File: src/logic/i2cmcs_params.svh
// register map, field positions and timing figures of the master control block
`ifndef I2CMCS_PARAMS_SVH
`define I2CMCS_PARAMS_SVH

// apb geometry; register index n sits at byte address 4*n
`define I2CMCS_AW 12
`define I2CMCS_IDX_W 10
`define I2CMCS_IDX_SETUP 10'h003
`define I2CMCS_IDX_CMD 10'h004
`define I2CMCS_IDX_STAT 10'h005
`define I2CMCS_IDX_TARGET 10'h007
`define I2CMCS_IDX_SHIFT 10'h008

// master_setup_control fields
`define I2CMCS_SETUP_RIE 7
`define I2CMCS_SETUP_WIE 6
`define I2CMCS_SETUP_QCE 4
`define I2CMCS_SETUP_TO_HI 3
`define I2CMCS_SETUP_TO_LO 2
`define I2CMCS_SETUP_SMART 1
`define I2CMCS_SETUP_EN 0
`define I2CMCS_SETUP_MASK 8'hdf

// master_command_control fields
`define I2CMCS_CMD_FLUSH 3
`define I2CMCS_CMD_ACK 2
`define I2CMCS_CMD_OP_HI 1
`define I2CMCS_CMD_OP_LO 0

// master_status_flags fields
`define I2CMCS_ST_RD 7
`define I2CMCS_ST_WR 6
`define I2CMCS_ST_HOLD 5
`define I2CMCS_ST_LAST_SLAVE_ACK 4
`define I2CMCS_ST_ARB 3
`define I2CMCS_ST_BERR 2
`define I2CMCS_ST_BS_HI 1
`define I2CMCS_ST_BS_LO 0
`define I2CMCS_BS_IDLE 2'h1

`define I2CMCS_RST8 8'h00

// inactive-bus timeouts in microseconds, clock period in nanoseconds
`define I2CMCS_TO1_US 50
`define I2CMCS_TO2_US 100
`define I2CMCS_TO3_US 200
`define I2CMCS_CLK_NS 4
`define I2CMCS_TO_CNT_W 16

`endif

File: src/logic/i2cmcs_pkg.sv
// types shared by the master control block
package i2cmcs_pkg;
  typedef enum logic [2:0] {
    I2CMCS_OP_IDLE = 3'h0,
    I2CMCS_OP_START = 3'h1,
    I2CMCS_OP_READ = 3'h2,
    I2CMCS_OP_SEND = 3'h3,
    I2CMCS_OP_STOP = 3'h4
  } i2cmcs_op_e;

  typedef enum logic [1:0] {
    OP_NONE = 2'h0,
    OP_RESTART = 2'h1,
    OP_NEXT_BYTE = 2'h2,
    OP_HALT = 2'h3
  } i2cmcs_cmd_e;
endpackage
File: src/logic/i2cmcs_core.sv
// control and status registers of a two-wire bus master, apb slave
//
// The APB slave port was decided locally.
`timescale 1ns/100ps
`default_nettype none
`include "i2cmcs_params.svh"

module i2cmcs_core #(
  parameter int unsigned TO1_CYC = `I2CMCS_TO1_US * 1000 / `I2CMCS_CLK_NS,
  parameter int unsigned TO2_CYC = `I2CMCS_TO2_US * 1000 / `I2CMCS_CLK_NS,
  parameter int unsigned TO3_CYC = `I2CMCS_TO3_US * 1000 / `I2CMCS_CLK_NS
) (
  // apb slave
  input wire logic pclk,
  input wire logic presetn,
  input wire logic psel,
  input wire logic penable,
  input wire logic pwrite,
  input wire logic [`I2CMCS_AW-1:0] paddr,
  input wire logic [31:0] pwdata,
  output logic [31:0] prdata,
  output logic pready,
  output logic pslverr,
  // cpu side
  input wire logic cpu_gie,
  output logic read_irq,
  output logic write_irq,
  // bus pins, asynchronous
  input wire logic scl_pin,
  input wire logic sda_pin,
  // events from the shift engine, same clock
  input wire logic ev_addr_done,
  input wire logic ev_byte_wr_done,
  input wire logic ev_byte_rd_done,
  input wire logic ev_ack_bit,
  input wire logic ev_arb_lost,
  input wire logic ev_bus_err,
  input wire logic [7:0] ev_rx_byte,
  input wire logic eng_busy,
  input wire logic [1:0] eng_bus_state,
  // commands to the shift engine
  output i2cmcs_pkg::i2cmcs_op_e eng_op,
  output logic eng_ack_go,
  output logic eng_ack_nack,
  output logic [7:0] eng_target_byte,
  output logic [7:0] eng_shift_byte,
  output logic master_enable,
  output logic flush_strobe,
  output logic bus_force_idle
);
  import i2cmcs_pkg::*;

  logic [7:0] setup_r;
  logic ack_choice_r;
  logic [7:0] target_r;
  logic [7:0] shift_r;
  logic rd_flag_r, wr_flag_r, hold_flag_r, last_slave_ack_r, arb_flag_r, berr_flag_r;
  logic op_fault_r;
  logic scl_s1_r, scl_s2_r, scl_s3_r, sda_s1_r, sda_s2_r, sda_s3_r;
  logic [`I2CMCS_TO_CNT_W-1:0] idle_cnt_r, to_lim;
  logic to_fire_r;

  logic acc, wr_acc, rd_acc, aligned;
  logic sel_setup, sel_cmd, sel_stat, sel_target, sel_shift;
  logic w_target, w_shift, r_shift, w_cmd, w_stat, valid_cmd, flush, hold_clr;
  logic dir_read, quick, rd_path, rd_set, wr_set, hold_set;
  logic activity, to_off, force_write;
  i2cmcs_cmd_e new_cmd;
  logic [7:0] wbyte, rd_byte, cmd_view, stat_view;

  // apb decode; zero wait states
  assign acc = psel & penable;
  assign wr_acc = acc & pwrite;
  assign rd_acc = acc & ~pwrite;
  assign aligned = (paddr[1:0] == 2'h0);
  assign sel_setup = aligned & (paddr[`I2CMCS_AW-1:2] == `I2CMCS_IDX_SETUP);
  assign sel_cmd = aligned & (paddr[`I2CMCS_AW-1:2] == `I2CMCS_IDX_CMD);
  assign sel_stat = aligned & (paddr[`I2CMCS_AW-1:2] == `I2CMCS_IDX_STAT);
  assign sel_target = aligned & (paddr[`I2CMCS_AW-1:2] == `I2CMCS_IDX_TARGET);
  assign sel_shift = aligned & (paddr[`I2CMCS_AW-1:2] == `I2CMCS_IDX_SHIFT);
  assign pready = 1'b1;
  assign pslverr = acc & ~(sel_setup | sel_cmd | sel_stat | sel_target | sel_shift);

  assign wbyte = pwdata[7:0];
  assign new_cmd = i2cmcs_cmd_e'(pwdata[`I2CMCS_CMD_OP_HI:`I2CMCS_CMD_OP_LO]);
  assign w_target = wr_acc & sel_target;
  // writes to the shift register are dropped while a byte is on the wire
  assign w_shift = wr_acc & sel_shift & ~eng_busy;
  assign r_shift = rd_acc & sel_shift;
  assign w_cmd = wr_acc & sel_cmd;
  assign w_stat = wr_acc & sel_stat;
  // op field only acts on write
  assign valid_cmd = w_cmd & (new_cmd != OP_NONE);
  assign flush = w_cmd & pwdata[`I2CMCS_CMD_FLUSH];
  assign hold_clr = w_target | w_shift | r_shift | valid_cmd | flush;

  assign dir_read = target_r[0];
  assign quick = setup_r[`I2CMCS_SETUP_QCE];
  assign rd_path = ev_addr_done & dir_read & ~ev_ack_bit & ~ev_arb_lost & ~ev_bus_err;
  // clean read only; quick read flags at address ack
  assign rd_set = (ev_byte_rd_done & ~op_fault_r & ~ev_arb_lost & ~ev_bus_err)
                | (quick & rd_path & ~op_fault_r);
  // address or byte write end, faults regardless
  assign wr_set = ev_byte_wr_done | (ev_addr_done & ~rd_path);
  // scl stays low after a completion unless ownership was lost or a bus error came earlier in the operation
  assign hold_set = (rd_set | wr_set) & ~ev_arb_lost & ~op_fault_r;

  assign read_irq = setup_r[`I2CMCS_SETUP_RIE] & rd_flag_r & cpu_gie;
  assign write_irq = setup_r[`I2CMCS_SETUP_WIE] & wr_flag_r & cpu_gie;
  // enable, dropped for the flush cycle
  assign master_enable = setup_r[`I2CMCS_SETUP_EN] & ~flush_strobe;
  assign eng_target_byte = target_r;
  assign eng_shift_byte = shift_r;

  always_ff @(posedge pclk or negedge presetn) begin
    if (!presetn) begin
      setup_r <= `I2CMCS_RST8;
    end else if (wr_acc & sel_setup) begin
      setup_r <= wbyte & `I2CMCS_SETUP_MASK;
    end
  end

  always_ff @(posedge pclk or negedge presetn) begin
    if (!presetn) begin
      ack_choice_r <= 1'b0;
    end else if (w_cmd) begin
      ack_choice_r <= pwdata[`I2CMCS_CMD_ACK];
    end
  end

  always_ff @(posedge pclk or negedge presetn) begin
    if (!presetn) begin
      target_r <= `I2CMCS_RST8;
    end else if (flush) begin
      target_r <= `I2CMCS_RST8;
    end else if (w_target) begin
      target_r <= wbyte;
    end
  end

  // data written before address goes out as is; flush recovers
  always_ff @(posedge pclk or negedge presetn) begin
    if (!presetn) begin
      shift_r <= `I2CMCS_RST8;
    end else if (flush) begin
      shift_r <= `I2CMCS_RST8;
    end else if (w_shift) begin
      shift_r <= wbyte;
    end else if (ev_byte_rd_done) begin
      shift_r <= ev_rx_byte;
    end
  end

  always_ff @(posedge pclk or negedge presetn) begin
    if (!presetn) begin
      flush_strobe <= 1'b0;
    end else begin
      flush_strobe <= flush;
    end
  end

  // engine commands, one-cycle pulses; eng_ack_nack holds its value
  always_ff @(posedge pclk or negedge presetn) begin
    if (!presetn) begin
      eng_op <= I2CMCS_OP_IDLE;
      eng_ack_go <= 1'b0;
      eng_ack_nack <= 1'b0;
    end else begin
      eng_op <= I2CMCS_OP_IDLE;
      eng_ack_go <= 1'b0;
      if (flush) begin
        eng_op <= I2CMCS_OP_IDLE;
      end else if (w_target) begin
        eng_op <= I2CMCS_OP_START;
      end else if (valid_cmd) begin
        // the ack choice in this same write applies
        eng_ack_go <= dir_read;
        eng_ack_nack <= pwdata[`I2CMCS_CMD_ACK];
        unique case (new_cmd)
          OP_RESTART: eng_op <= I2CMCS_OP_START;
          OP_NEXT_BYTE: eng_op <= dir_read ? I2CMCS_OP_READ : I2CMCS_OP_SEND;
          OP_HALT: eng_op <= I2CMCS_OP_STOP;
          OP_NONE: eng_op <= I2CMCS_OP_IDLE;
        endcase
      end else if (w_shift) begin
        eng_op <= I2CMCS_OP_SEND;
      end else if (r_shift & setup_r[`I2CMCS_SETUP_SMART]) begin
        // smart mode acks on data read, nack ends the read
        eng_ack_go <= 1'b1;
        eng_ack_nack <= ack_choice_r;
        eng_op <= ack_choice_r ? I2CMCS_OP_IDLE : I2CMCS_OP_READ;
      end else if (rd_path & ~quick) begin
        eng_op <= I2CMCS_OP_READ;
      end
    end
  end

  // fault seen since the last operation was issued
  always_ff @(posedge pclk or negedge presetn) begin
    if (!presetn) begin
      op_fault_r <= 1'b0;
    end else if (ev_arb_lost | ev_bus_err) begin
      op_fault_r <= 1'b1;
    end else if (eng_op != I2CMCS_OP_IDLE) begin
      op_fault_r <= 1'b0;
    end
  end

  // flag updates: a set in the clearing cycle wins
  // read flag
  always_ff @(posedge pclk or negedge presetn) begin
    if (!presetn) begin
      rd_flag_r <= 1'b0;
    end else if (rd_set) begin
      rd_flag_r <= 1'b1;
    end else if (hold_clr | (w_stat & pwdata[`I2CMCS_ST_RD])) begin
      rd_flag_r <= 1'b0;
    end
  end

  always_ff @(posedge pclk or negedge presetn) begin
    if (!presetn) begin
      wr_flag_r <= 1'b0;
    end else if (wr_set) begin
      wr_flag_r <= 1'b1;
    end else if (hold_clr | (w_stat & pwdata[`I2CMCS_ST_WR])) begin
      wr_flag_r <= 1'b0;
    end
  end

  always_ff @(posedge pclk or negedge presetn) begin
    if (!presetn) begin
      hold_flag_r <= 1'b0;
    end else if (hold_set) begin
      hold_flag_r <= 1'b1;
    end else if (hold_clr | (w_stat & pwdata[`I2CMCS_ST_HOLD])) begin
      hold_flag_r <= 1'b0;
    end
  end

  always_ff @(posedge pclk or negedge presetn) begin
    if (!presetn) begin
      last_slave_ack_r <= 1'b0;
    end else if (ev_addr_done | ev_byte_wr_done) begin
      last_slave_ack_r <= ev_ack_bit;
    end
  end

  // loss flag set; address write, flush or one clears it
  always_ff @(posedge pclk or negedge presetn) begin
    if (!presetn) begin
      arb_flag_r <= 1'b0;
    end else if (ev_arb_lost) begin
      arb_flag_r <= 1'b1;
    end else if (w_target | flush | (w_stat & pwdata[`I2CMCS_ST_ARB])) begin
      arb_flag_r <= 1'b0;
    end
  end

  always_ff @(posedge pclk or negedge presetn) begin
    if (!presetn) begin
      berr_flag_r <= 1'b0;
    end else if (ev_bus_err) begin
      berr_flag_r <= 1'b1;
    end else if (w_target | flush | (w_stat & pwdata[`I2CMCS_ST_BERR])) begin
      berr_flag_r <= 1'b0;
    end
  end

  // pin synchronisers, third stage only for edge finding
  always_ff @(posedge pclk or negedge presetn) begin
    if (!presetn) begin
      {scl_s1_r, scl_s2_r, scl_s3_r} <= 3'h7;
      {sda_s1_r, sda_s2_r, sda_s3_r} <= 3'h7;
    end else begin
      {scl_s1_r, scl_s2_r, scl_s3_r} <= {scl_pin, scl_s1_r, scl_s2_r};
      {sda_s1_r, sda_s2_r, sda_s3_r} <= {sda_pin, sda_s1_r, sda_s2_r};
    end
  end

  // interval select; figures hold for a 4 ns clock only
  always_comb begin
    unique case (setup_r[`I2CMCS_SETUP_TO_HI:`I2CMCS_SETUP_TO_LO])
      2'h1: to_lim = `I2CMCS_TO_CNT_W'(TO1_CYC);
      2'h2: to_lim = `I2CMCS_TO_CNT_W'(TO2_CYC);
      2'h3: to_lim = `I2CMCS_TO_CNT_W'(TO3_CYC);
      default: to_lim = '0;
    endcase
  end

  assign activity = (scl_s2_r ^ scl_s3_r) | (sda_s2_r ^ sda_s3_r);
  assign to_off = (to_lim == '0) | ~setup_r[`I2CMCS_SETUP_EN];

  // counter saturates so the timeout fires once per quiet spell
  always_ff @(posedge pclk or negedge presetn) begin
    if (!presetn) begin
      idle_cnt_r <= '0;
      to_fire_r <= 1'b0;
    end else begin
      to_fire_r <= ~activity & ~to_off & (idle_cnt_r == to_lim - 1'b1);
      if (activity | to_off) begin
        idle_cnt_r <= '0;
      end else if (idle_cnt_r != to_lim) begin
        idle_cnt_r <= idle_cnt_r + 1'b1;
      end
    end
  end

  assign force_write = w_stat &
    (pwdata[`I2CMCS_ST_BS_HI:`I2CMCS_ST_BS_LO] == `I2CMCS_BS_IDLE);
  assign bus_force_idle = to_fire_r | force_write;

  // read path; reserved and strobe bits read zero
  always_comb begin
    cmd_view = `I2CMCS_RST8;
    cmd_view[`I2CMCS_CMD_ACK] = ack_choice_r;
    stat_view = `I2CMCS_RST8;
    stat_view[`I2CMCS_ST_RD] = rd_flag_r;
    stat_view[`I2CMCS_ST_WR] = wr_flag_r;
    stat_view[`I2CMCS_ST_HOLD] = hold_flag_r;
    stat_view[`I2CMCS_ST_LAST_SLAVE_ACK] = last_slave_ack_r;
    stat_view[`I2CMCS_ST_ARB] = arb_flag_r;
    stat_view[`I2CMCS_ST_BERR] = berr_flag_r;
    stat_view[`I2CMCS_ST_BS_HI:`I2CMCS_ST_BS_LO] = eng_bus_state;
    rd_byte = `I2CMCS_RST8;
    if (sel_setup) rd_byte = setup_r;
    if (sel_cmd) rd_byte = cmd_view;
    if (sel_stat) rd_byte = stat_view;
    if (sel_target) rd_byte = target_r;
    if (sel_shift) rd_byte = shift_r;
    prdata = {24'h000000, rd_byte};
  end

  a_read_irq_gate: assert property (@(posedge pclk) disable iff (!presetn)
    (ev_byte_rd_done && !op_fault_r && !ev_arb_lost && !ev_bus_err &&
      setup_r[`I2CMCS_SETUP_RIE] && cpu_gie) ##1 cpu_gie |-> read_irq)
    else $error("read irq missing after byte read");

  a_write_irq_gate: assert property (@(posedge pclk) disable iff (!presetn)
    ev_byte_wr_done && setup_r[`I2CMCS_SETUP_WIE] && cpu_gie ##1 cpu_gie |-> write_irq)
    else $error("write irq missing after byte write");

  a_quick_read_flag: assert property (@(posedge pclk) disable iff (!presetn)
    (quick && rd_path && !op_fault_r) |=> rd_flag_r && eng_op == I2CMCS_OP_IDLE)
    else $error("quick command read flag wrong");

  a_flush_strobe_once: assert property (@(posedge pclk) disable iff (!presetn)
    flush |=> flush_strobe && !master_enable && target_r == `I2CMCS_RST8
      ##1 (!flush_strobe || $past(flush)))
    else $error("flush strobe wrong");

  a_cmd_reads_zero: assert property (@(posedge pclk) disable iff (!presetn)
    (rd_acc && sel_cmd) |-> prdata[`I2CMCS_CMD_OP_HI:`I2CMCS_CMD_OP_LO] == 2'h0)
    else $error("command bits read nonzero");

  a_stop_cmd_op: assert property (@(posedge pclk) disable iff (!presetn)
    (valid_cmd && !flush && !w_target && new_cmd == OP_HALT) |=> eng_op == I2CMCS_OP_STOP)
    else $error("stop command not issued");

  a_ack_same_write: assert property (@(posedge pclk) disable iff (!presetn)
    (valid_cmd && !flush && !w_target && dir_read)
      |=> eng_ack_go && eng_ack_nack == $past(pwdata[`I2CMCS_CMD_ACK]))
    else $error("ack choice of the write not used");

  a_hold_cleared: assert property (@(posedge pclk) disable iff (!presetn)
    (w_shift && !hold_set && !wr_set) |=> !hold_flag_r && !wr_flag_r)
    else $error("hold flag not cleared by data write");

  a_arb_set: assert property (@(posedge pclk) disable iff (!presetn)
    (ev_arb_lost && !hold_flag_r) |=> arb_flag_r && !hold_flag_r)
    else $error("arbitration loss not flagged");

  a_arb_clear: assert property (@(posedge pclk) disable iff (!presetn)
    (w_target && !ev_arb_lost) |=> !arb_flag_r && eng_op == I2CMCS_OP_START)
    else $error("address write did not clear loss");

  a_timeout_cause: assert property (@(posedge pclk) disable iff (!presetn)
    $rose(to_fire_r) |-> $past(idle_cnt_r) == to_lim - 1'b1 && !to_off)
    else $error("timeout fired without quiet interval");
endmodule
`default_nettype wire

File: config.mk
export PLATFORM = sky130hd
export DESIGN_NAME = i2cmcs_core
export DESIGN_NICKNAME = d
export VERILOG_FILES = /design/src/logic/i2cmcs_pkg.sv /design/src/logic/i2cmcs_core.sv
export VERILOG_INCLUDE_DIRS = /design/src /design/src/logic
export SDC_FILE = /design/constraint.sdc
export NUM_CORES = 1
export LEC_CHECK = 0
export ABC_AREA = 1
export BUFFER_PORTS_ARGS = -buffer_cell sky130_fd_sc_hd__buf_2
export CAP_MARGIN = 0
export CORE_UTILIZATION = 40
export DETAILED_ROUTE_END_ITERATION = 8
export GPL_TIMING_DRIVEN = 0
export PLACE_DENSITY = 0.67
export RECOVER_POWER = 25
export SETUP_SLACK_MARGIN = 0.4
export SLEW_MARGIN = 40
export SYNTH_ARGS = -nofsm -noshare
export SYNTH_HDL_FRONTEND = slang
export SYNTH_SLANG_ARGS = --single-unit
File: constraint.sdc
create_clock -name pclk -period 1.9 [get_ports pclk]
set_clock_uncertainty 0.05 [all_clocks]
set_input_delay 0.285 -clock pclk [delete_from_list [all_inputs] [get_ports pclk]]
set_output_delay 0.285 -clock pclk [all_outputs]
set_load 0.1 [all_outputs]
==> impl_metrics.csv <==
group,metric,value,unit
logic_synthesis,synth-async-reset-ratio,1.00,
logic_synthesis,synth_edf_count,0,
logic_synthesis,syn_inst,573,
sta,finalSetupViolations,13,
sta,fin_crit_sh,1.05,
placement,gp_congestion,0.929,
sta,rsz0062_at_grt,"true",
power,power_density,500,mW/mm²
cts,clk_latency,350,ps
route,wl_per_cell,16.3,µm
cells_and_area,final_cell_area,0.00661,mm²
logic_synthesis,yosysWarnings,0,
power,ir_worst_vdd,446,µV
die,core,0.0103,mm²
logic_synthesis,synth_cell_types,45,
die,die_width,105,µm
route,first_pass_iters,5,
route,routed_wl,14.4,mm
cts,htreeDepth,3,
cts,cts_tree,"done",
logic_synthesis,synth.area.top_cells,"dfrtp_1 32%, nand2_1 11%, inv_1 5.1%",
power,total_power,3.31,mW
setup_path,start_kind,"primary input",
logic_synthesis,syn_avg_cell_area,7.40,µm²
global_routing,grt_start_max_net_pins,61,
route,num_vias,4600,
sta,worst_slew_pin_slew,834,ps
sta,slew_viol_final,0,
sta,hold_viol,0,
cts,root_buffer,"clkbuf_8",
global_routing,grtUsageMet3,0.0474,
power,p_leak,3.18,nW
logic_synthesis,synth_top_area_frac,0.318,
cells_and_area,fin_util,0.640,
setup_path,cp_slowest_cell,"o211ai_1",
logic_synthesis,synth.largest_area_cell,"dfrtp_1",
global_routing,grt_antenna_before_repair,0,
cts,cts.clk_slew.worst_paths,70,ps
logic_synthesis,synth_flop_cell,"dfrtp_1",
setup_path,critical_path_required,1560,ps
global_routing,track_usage,0.244,
global_routing,gr-usage-met1,0.335,
die,dieArea,0.0110,mm²
route,viasPerCell,5.22,
cells_and_area,fill_cells,826,
status,status,"complete, but fails checks",
logic_synthesis,ys_seq_elements,60,
cells_and_area,nets,822,
sta,fmax,502,MHz
setup_path,path_max_fanout,6,
sta,fin_ws,-91.6,ps
cells_and_area,drive_gt1_frac,0.466,
setup_path,max_stage_delay,260,ps
route,antenna_left,0,
placement,placed_area,0.00522,mm²
status,violations,"setup timing",
logic_synthesis,ys_seq_area_frac,0.356,
global_routing,grt_first_pass_wirelength,21.0,mm
global_routing,met2_usage,0.383,
cells_and_area,syn_to_final_growth,55.7,%
run,cap_violations,0,
die,die_h,105,µm
sta,slew_headroom,0.444,
sta,post-route-min-period,1990,ps
setup_path,crit_chain,"buf_6 -> nor2_4 -> nand2_8 -> nor2_4 -> nand3_4 -> o211ai_1 -> nand2_2 -> nand2_8 -> buf_12",
logic_synthesis,synthesis.area,0.00424,mm²
placement,port_buffers,79,
setup_path,criticalPathCategory,"in -> out",
global_routing,grt_overflow_total,0,
die,pin_count,129,
placement,dp_hpwl,9.50,mm
die,start_util,0.411,
cts,cts_num_sinks,60,
cells_and_area,antenna_cells,0,
cts,clock_path_buffers,2,
die,rows,37,
route,drc,0,
route,drt-initial-drc-count,333,
global_routing,grt_pass1_vias,4103,
global_routing,top_usage_layer,"met2",
min_path,hp-class,"in -> reg",
cts,cts_buffers,9,
setup_path,arrival,1660,ps
setup_path,setup.worst_path.end_class,"primary output",
-- worst max-delay path: cells and delay by family --
kind	cells	cell delay, ps
AO/OA/AOI/OAI	1	260
AND/OR/NAND/NOR	6	850
buffers and inverters	2	260
-- metrics by stage --
step / setup slack (ps) / std cells / hold slack [ps] / setup TNS, ps
6_report: -91.6 / 882 / 142 / -238
5_1_grt: -138 / 882 / 147 / -1690
4_1_cts: -21.0 / 850 / 112 / -115
3_5_place_dp: -355 / 811 / 300 / -3950
3_3_place_gp: -344 / 811 / 298 / -4070
2_1_floorplan: -654 / 596 / -60.6 / -1110
-- synth_stat cells (all sizes together) (3+ instances only) --
library cell	number
nor2	68
dfstp	6
nor3	10
a21oi	20
nand3	32
inv	70
ha	12
buf	38
xnor2	7
nand3b	4
dfrtp	54
o211ai	3
o21ai	50
xor2	14
or2	5
nand4	32
nand2	134
-- state kept, by name (all words and copies together), names as in the netlist, 3 cells and up --
signal	count
eng_op	3
eng_shift_byte	8
eng_target_byte	8
idle_cnt_r	16
setup_r	7
-- where the power goes --
part | switching (mW) | internal (mW) | leakage (nW)
clock | 0.546 | 0.733 | 0.109
combinational | 0.522 | 0.172 | 2.32
sequential | 0.0236 | 1.31 | 0.751
total | 1.09 | 2.21 | 3.18
-- final timing paths --
kind                            start            end  slack [ps]  depth (start not counted)
setup / recovery             paddr[8]      prdata[2]         -90                          9
setup reg to reg           setup_r[2]  idle_cnt_r[6]         -20                          8
min in group asynchronous     presetn  idle_cnt_r[7]         520                          2
hold / removal             ev_bus_err    berr_flag_r         140                          2
max in group asynchronous     presetn     setup_r[2]         650                          2
hold reg to reg              sda_s1_r       sda_s2_r         310                          0
-- cell usage in the layout (no fill, tap or decap), types with 8 or more instances in the layout --
cell type,count
nand2_4,8
buf_4,74
clkbuf_8,10
nand4_1,31
dfrtp_2,20
buf_12,14
inv_1,48
a21oi_1,13
o21ai_0,9
buf_2,41
nor2_1,45
inv_2,16
o21ai_1,31
nand2_2,25
dfrtp_1,34
buf_6,25
o21ai_2,8
nor2_4,20
nand3_2,8
nand3_1,18
nand2_1,96
xor2_1,13
conb_1,25
clkbuf_4,10
-- final cells by class --
class | count | area [µm²] | area share
Clock buffer | 9 | 124 | 0.0187
Buffer | 40 | 329 | 0.0498
Inverter | 72 | 303 | 0.0458
Sequential cell | 60 | 1530 | 0.232
Multi-Input combinational cell | 425 | 2880 | 0.436
Tap cell | 136 | 170 | 0.0258
Timing Repair Buffer | 133 | 1180 | 0.178
Clock inverter | 7 | 91.3 | 0.0138
-- cell families (layout without fill, tap and decap cells) --
group	after synthesis	after routing	share of synthesized area
simple gates	288	289	0.334
buf+inv	112	261	0.130
compound gates	78	78	0.0994
flops	60	60	0.356
xor+xnor	21	21	0.0434
fa+ha+maj	12	12	0.0354
other cells	2	25	0.00177
-- metal layers --
layer | up-vias | part of all wire
met5 | - | 0
met4 | 0 | 0.028
met3 | 43 | 0.083
met2 | 238 | 0.47
met1 | 2170 | 0.42
li1 | 2149 | -
-- timing repair --
action / 4_1_cts / 5_1_grt
pin swaps: 22 / 37
hold buffers: 3 / 0
resized for setup: 103 / 103
setup buffers: 18 / 30
endpoints found under the hold margin: 10 / 0
cloned: 2 / 2
endpoints found under the setup margin: 37 / 50
Power figures use the tool's default switching activity.
